$ cat src/include/pdg_pkg.sv
// Constants for the power-down and general pin control register bank.
`default_nettype none
package pdg_pkg;
  // Register indices; the byte address on the bus is four times the index.
  localparam logic [9:0] IDX_GLOBAL = 10'h076;
  localparam logic [9:0] IDX_DYNAMIC = 10'h077;
  localparam logic [9:0] IDX_PINS = 10'h078;
  localparam logic [9:0] IDX_CLKGATE = 10'h071;
  // Register width and the mask of writable bits in each register.
  localparam int REG_W = 24;
  localparam logic [23:0] MASK_GLOBAL = 24'h000b7f;
  localparam logic [23:0] MASK_DYNAMIC = 24'h00037f;
  localparam logic [23:0] MASK_PINS = 24'h419fc7;
  localparam logic [23:0] MASK_CLKGATE = 24'h010000;
  // Reset values.
  localparam logic [23:0] RST_GLOBAL = 24'h000000;
  localparam logic [23:0] RST_DYNAMIC = 24'h000000;
  localparam logic [23:0] RST_PINS = 24'h000000;
  localparam logic [23:0] RST_CLKGATE = 24'h000000;
  // Global control fields.
  localparam int POS_ALL_SLEEP = 11;
  localparam int POS_HOST = 9;
  localparam int POS_OSC = 8;
  localparam int POS_ANALOG_HI = 6;
  // Number of power-controlled blocks: host, main osc, then seven analogue.
  localparam int BLOCKS = 9;
  // Pin control fields.
  localparam int POS_PIN3_ON_SDA = 22;
  localparam int POS_PIN2_IBUF = 16;
  localparam int POS_PIN2_OBUF = 15;
  localparam int POS_PIN1_OBUF = 12;
  localparam int POS_PIN2_SEL = 9;
  localparam int POS_PIN1_SEL = 6;
  localparam int POS_PIN3_SEL = 0;
  localparam int SEL_W = 3;
  // Clock gate field.
  localparam int POS_LIGHT_CLK_PINS = 16;
  // Output multiplexer codes.
  localparam logic [2:0] SEL_GROUND = 3'h0;
  localparam logic [2:0] SEL_DOUT0 = 3'h2;
  localparam logic [2:0] SEL_DOUT1 = 3'h3;
  localparam logic [2:0] SEL_SPECIAL = 3'h7;
endpackage
`default_nettype wire

$ cat src/rtl/pdg_regs.sv
// Power-down and general pin control register bank with an APB slave port.
//
// The APB interface to the registers was chosen for this implementation.
`timescale 1ns/1ns
`default_nettype none
module pdg_regs (
  // Clock and asynchronous active-low reset.
  input wire logic mclk,
  input wire logic rst_b,
  // APB slave port.
  input wire logic psel,
  input wire logic penable,
  input wire logic pwrite,
  input wire logic [11:0] paddr,
  input wire logic [31:0] pwdata,
  output logic [31:0] prdata,
  output logic pready,
  output logic pslverr,
  // Internal digital sources for the pin multiplexers.
  input wire logic digital_out_0,
  input wire logic digital_out_1,
  input wire logic digital_out_2,
  input wire logic light_enable_channel0,
  input wire logic light_modulation_clock,
  // Output enable wanted by the host port for the secondary data pin.
  input wire logic host_sda_oe,
  // Sleep requests; bit order: host, main osc, then analogue 6 down to 0.
  output logic [8:0] block_sleep,
  // Automatic sleep permissions in the same bit order.
  output logic [8:0] auto_sleep_allowed,
  // Pin 1 and pin 2 drivers.
  output logic pin1_out,
  output logic pin1_oe,
  output logic pin2_out,
  output logic pin2_oe,
  output logic pin2_ibuf_en,
  // Pin 3 multiplexer result.
  output logic pin3_out,
  // Secondary data pin, open drain: out is always low, oe pulls it down.
  output logic sda_sec_out,
  output logic sda_sec_oe
);

  // Stored registers, only writable bits ever hold ones.
  // The clock gate copy holds only the bit that lets the light clock out.
  logic [23:0] global_power_down_control_q;
  logic [23:0] global_power_down_control_d;
  logic [23:0] dynamic_power_down_enables_q;
  logic [23:0] dynamic_power_down_enables_d;
  logic [23:0] general_pin_control_q;
  logic [23:0] general_pin_control_d;
  logic [23:0] clock_pin_gate_q;
  logic [23:0] clock_pin_gate_d;
  // Read data and error answer, prepared during the setup cycle.
  logic [31:0] prdata_q;
  logic [31:0] prdata_d;
  logic pslverr_q;
  logic pslverr_d;
  // Decoded index and hit flags.
  // Only one hit flag can be high at a time, since the indices differ.
  logic [9:0] idx;
  logic hit_global;
  logic hit_dynamic;
  logic hit_pins;
  logic hit_clkgate;
  logic mapped;
  logic setup_phase;
  logic write_now;

  // Exemption and automatic-sleep vectors gathered into block order.
  logic [8:0] keep_awake;
  logic [8:0] auto_vec;
  logic all_blocks_sleep;
  // Registered pin levels.
  logic [8:0] sleep_q;
  logic [8:0] sleep_d;
  logic pin1_q;
  logic pin1_d;
  logic pin2_q;
  logic pin2_d;
  logic pin3_q;
  logic pin3_d;
  logic sda_oe_q;
  logic sda_oe_d;
  // Gated light clock for the pin path.
  logic light_clk_gated;

  // Output multiplexer shared by the three pins.
  // Codes that select nothing fall through to a low level, the same as the
  // ground code, so a pin never floats to an unknown or toggling source.
  // Keeping one function for all three pins means a fix lands everywhere.
  function automatic logic pin_mux(
    input logic [2:0] sel,
    input logic d0,
    input logic d1,
    input logic special
  );
    logic r;
    r = 1'b0;
    case (sel)
      pdg_pkg::SEL_DOUT0: r = d0;
      pdg_pkg::SEL_DOUT1: r = d1;
      pdg_pkg::SEL_SPECIAL: r = special;
      pdg_pkg::SEL_GROUND: r = 1'b0;
      default: r = 1'b0;
    endcase
    return r;
  endfunction

  // Address decode; the word index sits above the two byte bits.
  // The two byte bits are ignored, so any byte offset inside a word reaches
  // that word; software is expected to use aligned addresses only.
  assign idx = paddr[11:2];
  assign hit_global = (idx == pdg_pkg::IDX_GLOBAL);
  assign hit_dynamic = (idx == pdg_pkg::IDX_DYNAMIC);
  assign hit_pins = (idx == pdg_pkg::IDX_PINS);
  assign hit_clkgate = (idx == pdg_pkg::IDX_CLKGATE);
  assign mapped = hit_global | hit_dynamic | hit_pins | hit_clkgate;
  assign setup_phase = psel & ~penable;
  // The slave never inserts wait states, so every access phase completes.
  assign write_now = psel & penable & pwrite & ~pslverr_q;

  // Next values of the register file and the bus answer.
  // Masking on the way in keeps reserved bits at zero in the flip-flops,
  // so reads need no second mask and the outputs never see stray ones.
  // An unmapped access leaves every register untouched.
  always_comb begin
    global_power_down_control_d = global_power_down_control_q;
    dynamic_power_down_enables_d = dynamic_power_down_enables_q;
    general_pin_control_d = general_pin_control_q;
    clock_pin_gate_d = clock_pin_gate_q;
    prdata_d = prdata_q;
    pslverr_d = pslverr_q;
    // Writes land in the access phase; reserved bits are masked off.
    if (write_now) begin
      if (hit_global) begin
        global_power_down_control_d = pwdata[23:0] & pdg_pkg::MASK_GLOBAL;
      end
      if (hit_dynamic) begin
        dynamic_power_down_enables_d = pwdata[23:0] & pdg_pkg::MASK_DYNAMIC;
      end
      if (hit_pins) begin
        general_pin_control_d = pwdata[23:0] & pdg_pkg::MASK_PINS;
      end
      if (hit_clkgate) begin
        clock_pin_gate_d = pwdata[23:0] & pdg_pkg::MASK_CLKGATE;
      end
    end
    // The answer is prepared in the setup cycle and held for the access.
    // Loading it one edge early lets the access phase finish at once, which
    // is why ready can stay high and no wait state is ever needed.
    if (setup_phase) begin
      pslverr_d = ~mapped;
      prdata_d = 32'h00000000;
      if (!pwrite) begin
        // Upper eight bits and reserved fields read as zero.
        if (hit_global) begin
          prdata_d = {8'h00, global_power_down_control_q};
        end else if (hit_dynamic) begin
          prdata_d = {8'h00, dynamic_power_down_enables_q};
        end else if (hit_pins) begin
          prdata_d = {8'h00, general_pin_control_q};
        end else if (hit_clkgate) begin
          prdata_d = {8'h00, clock_pin_gate_q};
        end else begin
          prdata_d = 32'h00000000;
        end
      end
    end
  end

  // Register file flip-flops.
  // Every register returns to zero, which leaves all blocks awake, all
  // automatic sleep disabled and every pin buffer switched off.
  always_ff @(posedge mclk or negedge rst_b) begin
    if (!rst_b) begin
      global_power_down_control_q <= pdg_pkg::RST_GLOBAL;
      dynamic_power_down_enables_q <= pdg_pkg::RST_DYNAMIC;
      general_pin_control_q <= pdg_pkg::RST_PINS;
      clock_pin_gate_q <= pdg_pkg::RST_CLKGATE;
      prdata_q <= 32'h00000000;
      pslverr_q <= 1'b0;
    end else begin
      global_power_down_control_q <= global_power_down_control_d;
      dynamic_power_down_enables_q <= dynamic_power_down_enables_d;
      general_pin_control_q <= general_pin_control_d;
      clock_pin_gate_q <= clock_pin_gate_d;
      prdata_q <= prdata_d;
      pslverr_q <= pslverr_d;
    end
  end

  // Bus outputs; ready is constant because no access ever stalls.
  assign prdata = prdata_q;
  assign pready = 1'b1;
  assign pslverr = pslverr_q & psel & penable;

  // Gather the exemption and automatic-sleep bits into block order.
  // Bit 8 is the host port, bit 7 the main oscillator and bits 6 down to 0
  // the analogue blocks, matching the order of the sleep outputs.
  assign all_blocks_sleep = global_power_down_control_q[pdg_pkg::POS_ALL_SLEEP];
  assign keep_awake = {
    global_power_down_control_q[pdg_pkg::POS_HOST],
    global_power_down_control_q[pdg_pkg::POS_OSC],
    global_power_down_control_q[pdg_pkg::POS_ANALOG_HI:0]
  };
  assign auto_vec = {
    dynamic_power_down_enables_q[pdg_pkg::POS_HOST],
    dynamic_power_down_enables_q[pdg_pkg::POS_OSC],
    dynamic_power_down_enables_q[pdg_pkg::POS_ANALOG_HI:0]
  };

  // The decision is registered so that the power switches see a clean
  // level that cannot glitch while the bus is writing the register.
  // Per-block sleep decision: asleep only when global sleep is on and the
  // block is not exempted.
  genvar gi;
  generate
    for (gi = 0; gi < pdg_pkg::BLOCKS; gi++) begin : g_block
      assign sleep_d[gi] = all_blocks_sleep & ~keep_awake[gi];
    end
  endgenerate

  // The light clock only reaches the pin path when gated on.
  // Without the gate bit the clock would toggle pin 1 whenever its select
  // code picks it, wasting power in systems that never use it.
  assign light_clk_gated = light_modulation_clock &
    clock_pin_gate_q[pdg_pkg::POS_LIGHT_CLK_PINS];

  // Next values of the pin levels.
  // All three pins pass through one flip-flop each, so every pin level is
  // one clock behind its source and free of decode glitches.
  always_comb begin
    pin1_d = pin_mux(general_pin_control_q[pdg_pkg::POS_PIN1_SEL +: pdg_pkg::SEL_W],
      digital_out_0, digital_out_1, light_clk_gated);
    pin2_d = pin_mux(general_pin_control_q[pdg_pkg::POS_PIN2_SEL +: pdg_pkg::SEL_W],
      digital_out_0, digital_out_1, light_enable_channel0);
    pin3_d = pin_mux(general_pin_control_q[pdg_pkg::POS_PIN3_SEL +: pdg_pkg::SEL_W],
      digital_out_0, digital_out_1, digital_out_2);
    // When routed, a high pin 3 level pulls the line low; a pull-up
    // outside restores it, which saves power while pin 3 idles low.
    if (general_pin_control_q[pdg_pkg::POS_PIN3_ON_SDA]) begin
      sda_oe_d = pin3_d;
    end else begin
      sda_oe_d = host_sda_oe;
    end
  end

  // Pin level flip-flops.
  // Reset holds every pin low and releases the secondary data line, so the
  // host port owns that line until software routes pin 3 onto it.
  always_ff @(posedge mclk or negedge rst_b) begin
    if (!rst_b) begin
      sleep_q <= 9'h000;
      pin1_q <= 1'b0;
      pin2_q <= 1'b0;
      pin3_q <= 1'b0;
      sda_oe_q <= 1'b0;
    end else begin
      sleep_q <= sleep_d;
      pin1_q <= pin1_d;
      pin2_q <= pin2_d;
      pin3_q <= pin3_d;
      sda_oe_q <= sda_oe_d;
    end
  end

  // Power control outputs.
  // The automatic sleep permissions are plain register bits; the logic that
  // acts on them sits in each block.
  assign block_sleep = sleep_q;
  assign auto_sleep_allowed = auto_vec;

  // Pin driver outputs and buffer enables.
  // The buffer enables come straight from their bits, so they change one
  // clock before the pin levels that follow a select change.
  assign pin1_out = pin1_q;
  assign pin1_oe = general_pin_control_q[pdg_pkg::POS_PIN1_OBUF];
  assign pin2_out = pin2_q;
  assign pin2_oe = general_pin_control_q[pdg_pkg::POS_PIN2_OBUF];
  assign pin2_ibuf_en = general_pin_control_q[pdg_pkg::POS_PIN2_IBUF];
  assign pin3_out = pin3_q;
  // Open drain: the driven level is always low.
  assign sda_sec_out = 1'b0;
  assign sda_sec_oe = sda_oe_q;

endmodule
`default_nettype wire

$ cat config.mk
export PLATFORM = sky130hd
export DESIGN_NAME = pdg_regs
export DESIGN_NICKNAME = d
export VERILOG_FILES = /design/src/include/pdg_pkg.sv /design/src/rtl/pdg_regs.sv
export SDC_FILE = /design/constraint.sdc
export NUM_CORES = 1
export LEC_CHECK = 0
export ABC_AREA = 1
export BUFFER_PORTS_ARGS = -buffer_cell sky130_fd_sc_hd__buf_2
export CORE_ASPECT_RATIO = 1.25
export CORE_UTILIZATION = 44
export DETAILED_ROUTE_END_ITERATION = 12
export HOLD_SLACK_MARGIN = 0.1
export PLACE_DENSITY = 0.76
export SYNTH_ARGS = -nofsm -noshare
export SYNTH_HDL_FRONTEND = slang
export SYNTH_SLANG_ARGS = --single-unit
$ cat constraint.sdc
create_clock -name mclk -period 1.2 [get_ports mclk]
set_clock_uncertainty 0.1 [all_clocks]
set_input_delay 0.18 -clock mclk [delete_from_list [all_inputs] [get_ports mclk]]
set_output_delay 0.18 -clock mclk [all_outputs]
set_load 0.1 [all_outputs]
=== Word level (Yosys, flattened, before mapping) ===
Cells that the tools add are included.

* Equal/unequal tests: 13
* Multiplexer cells: 9
* Bitwise gates (word level): 31
* Reduce and logical (&&, ||, !) cells: 4

{| class="wikitable"
|+ Operators with widths
! cell !! count
|-
| $mux W23 || 4
|-
| $eq A10 B7 Y1 const B || 4
|-
| $eq A3 B2 Y1 const B || 6
|-
| $mux W17 || 1
|-
| $and A1 B1 Y1 || 16
|-
| $not A1 Y1 || 12
|-
| $eq A3 B3 Y1 const B || 3
|-
| $pmux W1 S3 || 3
|-
| $reduce_and A2 Y1 || 4
|-
| $or A1 B1 Y1 || 3
|-
| $mux W1 || 1
|}

* Flip-flop bits (word level): 79
* Logic and storage cells: 68

=== Logic depth before layout (Yosys ltp) ===
* Word-level depth: 6
* Gate-level depth with buffers: 10

=== Least setup slack after synthesis ===
OpenSTA, ideal clock, no wires.

* Kind: flip-flop to output port
* Start: register pslverr_q
* End: output pslverr
* Data arrival time: 1.612 ns
* Required time: 0.920 ns
* Setup slack: -0.692 ns
* Cell stages (with the launch flop): 3
* Cell sequence: dfrtp_1 inv_1 nor2_1

* Cells in the longest elaborated chain, start to end: 2

{| class="wikitable"
|+ Ends and longest elaborated chain
! item !! RTL line !! RTL
|-
| from (decl) || pdg_regs.sv:57 || <nowiki>logic pslverr_q;</nowiki>
|-
| from (signal assigned) || pdg_regs.sv:189 || <nowiki>pslverr_q <= pslverr_d;</nowiki>
|-
| $and A1 B1 Y1 (2 in series) || pdg_regs.sv:196 || <nowiki>assign pslverr = pslverr_q & psel & penable;</nowiki>
|-
| to (decl) || pdg_regs.sv:18 || <nowiki>output logic pslverr,</nowiki>
|}

Every way passes these cells.

=== Worst setup path in the final report ===
* Start: register pslverr_q
* End: register global_power_down_control_q[3]

* Cells in the longest elaborated chain, start to end: 3

{| class="wikitable"
|+ Ends and longest elaborated chain
! item !! RTL line !! RTL
|-
| $not A1 Y1 || pdg_regs.sv:121 || <nowiki>assign write_now = psel & penable & pwrite & ~pslverr_q;</nowiki>
|-
| $and A1 B1 Y1 || pdg_regs.sv:121 ||
|-
| $reduce_and A2 Y1 (no line) || - ||
|-
| to (signal assigned) || pdg_regs.sv:177 || <nowiki>global_power_down_control_q <= pdg_pkg::RST_GLOBAL;</nowiki>
|-
| to (signal assigned) || pdg_regs.sv:184 || <nowiki>global_power_down_control_q <= global_power_down_control_d;</nowiki>
|-
| to (decl) || pdg_regs.sv:46 || <nowiki>logic [23:0] global_power_down_control_q;</nowiki>
|}

Every way passes these cells.
A chain may end at the register's enable or synchronous reset.

==> impl_metrics.py <==
metrics = {
    "setup_path": {
        "path_buf_inv": 3,
        "reg2reg_to": "global_power_down_control_q[3]$_DFFE_PN0P_",
        "startpoint_type": "flop",
        "max_stage_delay_ns": 0.38,
        "crit_slowest_cell": "dfrtp_1",
        "worst-path-stages": 7,
        "r2r_slack_ns": -0.20,
        "r2r_start": "pslverr_q$_DFFE_PN0P_",
        "critical_path.cell_chain": "inv_2 > nand4_1 > clkinv_4 > buf_12 > nand2_8 > nand2_1 > o21ai_1",
        "path_class": "reg2reg",
        "required_ns": 1.30,
        "crit_fanout": 5,
        "crit_arrival_ns": 1.50,
        "critPathTopFamily": "flip-flops",
        "ff2ff_path_depth": 7,
        "cp-end-kind": "flop",
    },
    "logic_synthesis": {
        "muxShareOfSynthArea_pct": 0,
        "ys_seq_area_share_pct": 52.65,
        "synth_area_per_cell_um2": 8.938,
        "ys_types": 31,
        "synth_edf_count": 0,
        "synth_top_family_by_area": "simple AND/OR/NAND/NOR gates",
        "synthSimpleGateAreaFrac_pct": 27.91,
        "synth_cells": 335,
        "synth_fa_ha_area_share_pct": 0,
        "synth_xor_area_share_pct": 0,
        "ys_warn_count": 0,
        "ys_seq_elements": 63,
        "synth_compound_area_share_pct": 8.232,
        "synthFlopType": "dfrtp_1",
        "netlist_area_mm2": 0.002994,
        "async_flop_share_pct": 100.0,
    },
    "route": {
        "wl_per_cell_um": 16.22,
        "dr.pass1.iters": 5,
        "final_antenna_net_count": 0,
        "wl_mm": 9.405,
        "drt-initial-drc-count": 227,
        "drc": 0,
        "routed_via_density": 5.271,
        "vias": 3057,
    },
    "power_and_ir_drop": {
        "p_leak_nw": 2.520,
        "p_sw_share_pct": 26.73,
        "internal_power_mw": 3.610,
        "power_density_mw_per_mm2": 948.0,
        "finalPower_mw": 4.927,
        "clkPwrFrac_pct": 42.2,
        "power_frac_seq_pct": 43.4,
        "combPwrFrac_pct": 14.4,
        "switching_power_mw": 1.317,
        "irDropWorstVdd_mv": 1.384,
    },
    "cts": {
        "clk_pin_slew_worst_paths_ns": 0.07,
        "cts_buffers": 9,
        "clockBufferDepth": 2,
        "cts_root_buffer": "clkbuf_8",
        "htreeDepth": 3,
        "clock_sinks": 63,
        "cts_tree": "done",
        "clkLatencyLatePin_ns": 0.34,
    },
    "layout": {
        "syn_to_final_growth_pct": 73.59,
        "drive_gt1_share_pct": 51.32,
        "final_cell_mix": "nand2_1, buf_12, buf_4",
        "final_area_mm2": 0.005197,
        "layout_commonest_cell": "nand2_1",
        "fin_cells": 580,
        "nets": 543,
        "fillers": 349,
        "diodes": 0,
        "fin_util_pct": 79.17,
    },
    "grt": {
        "grt_usage_pct": 26.74,
        "grt_max_degree": 64,
        "overflow": 0,
        "grt_pass1_wl_mm": 13.90,
        "antenna_found_initial": 0,
        "grt_pass1_vias": 3038,
    },
    "min_path": {
        "whs_path_depth": 5,
        "hold_start": "digital_out_2",
        "whs_endpoint": "pin3_out$_DFF_PN0_",
        "hp-class": "in2reg",
    },
    "die": {
        "fp-row-count": 33,
        "num_io_pins": 115,
        "dieHeight_um": 94.23,
        "start_util_pct": 45.61,
        "die_area_mm2": 0.007141,
        "core_area_mm2": 0.006565,
        "die_w_um": 75.78,
    },
    "sta": {
        "tns_ns": -5.150,
        "fin_ws_ns": -0.1979,
        "rsz0062_at_grt": "true",
        "drv_slew": 0,
        "final.period_utilization_pct": 116.5,
        "fin_crit_ns": 1.398,
        "hold_viol": 0,
        "fmax_mhz": 715.4,
        "setup_viol": 64,
    },
    "place": {
        "placedCellCount": 514,
        "portBuffers": 78,
        "dpl.hpwl_mm": 5.514,
        "dpl_cell_area_mm2": 0.004302,
        "gp_congestion": 0.9126,
    },
    "job": {
        "drv_cap": 0,
    },
    "status": {
        "violations": "setup timing",
        "status": "finished with violations",
    },
}
## layer usage
metal,part of all wire (%),track usage [%]
met1,36,27.94
met2,54,48.16
met3,6.7,5.901
met4,3.8,14.04
met5,0,0
## kinds of logic (layout without fill, tap and decap cells)
group / count (synthesis) / after routing
AOI/OAI and AO/OA: 42 / 42
buffers and inverters: 58 / 195
DFF: 63 / 63
other: 2 / 18
and+or+nand+nor: 170 / 175
## tightest hold or removal path, delay by kind of cell
kind	cells	cell delay, ns
and+or+nand+nor	3	0.22
buffers and inverters	2	0.17
## cell usage after synthesis (5+ instances only)
cell type  instances  area, µm²
buf_4             19      142.6
dfrtp_1           63       1577
inv_1             25      93.84
nand2_1           95      356.6
nand3_1           23      115.1
nand3b_1           5      37.54
nand4_1           13      81.33
nor2_1            17      63.81
nor2_4             6      67.56
o21ai_0            8      40.04
o21ai_1           20      100.1
o21ai_2            7      61.31
## power groups by stage
stage | Combinational [mW] | Clock [mW] | Sequential, mW
global placement | 0.602 | 0 | 2.18
detailed placement | 0.611 | 0 | 2.18
CTS | 0.686 | 2.08 | 2.14
global route | 0.747 | 2.18 | 2.14
finish | 0.708 | 2.08 | 2.14
floorplan | 0.423 | 0 | 2.20
## timing repair
item / CTS / global route
cloned: 3 / 2
resized for setup: 23 / 27
pin swaps: 5 / 11
endpoints found under the hold margin: 99 / 0
hold buffers: 21 / 0
endpoints found under the setup margin: 66 / 78
buffers inserted: 13 / 11
## registers in the layout, summed over array words and instances (netlist names)
| signal | count |
|---|---|
| pslverr_q | 1 |
| clock_pin_gate_q | 1 |
| sda_sec_oe | 1 |
| block_sleep | 9 |
| pin2_out | 1 |
| pin1_out | 1 |
| global_power_down_control_q | 10 |
| prdata | 16 |
| dynamic_power_down_enables_q | 9 |
| general_pin_control_q | 13 |
| pin3_out | 1 |
## area by class of cell
class                           instances  area, µm²  area share (%)
Tap cell                               87      108.9           2.094
Clock buffer                           13      158.9           3.057
Timing Repair Buffer                  149       1683           32.38
Inverter                               30      131.4           2.528
Multi-Input combinational cell        235       1436           27.64
Sequential cell                        63       1614           31.05
Clock inverter                          3      65.06           1.252
## worst max path at each step
stage                                startpoint                                          end  slack [ns]
final                     pslverr_q$_DFFE_PN0P_   global_power_down_control_q[3]$_DFFE_PN0P_       -0.20
after global routing      pslverr_q$_DFFE_PN0P_   global_power_down_control_q[3]$_DFFE_PN0P_       -0.28
after CTS                 pslverr_q$_DFFE_PN0P_                                      pslverr       -0.20
after detailed placement               paddr[5]   global_power_down_control_q[2]$_DFFE_PN0P_       -0.28
after global placement                 paddr[5]   global_power_down_control_q[6]$_DFFE_PN0P_       -0.19
after floorplan           pslverr_q$_DFFE_PN0P_  dynamic_power_down_enables_q[8]$_DFFE_PN0P_       -0.04
## stage by stage
step	hold WS, ns	worst slack (ns)
detailed placement	0.1132	-0.2818
global route	0.1751	-0.2765
global placement	0.1113	-0.1947
CTS	0.1429	-0.1978
floorplan	-0.2156	-0.04134
finish	0.1661	-0.1979
No activity file was read; power rests on OpenSTA's default activity.
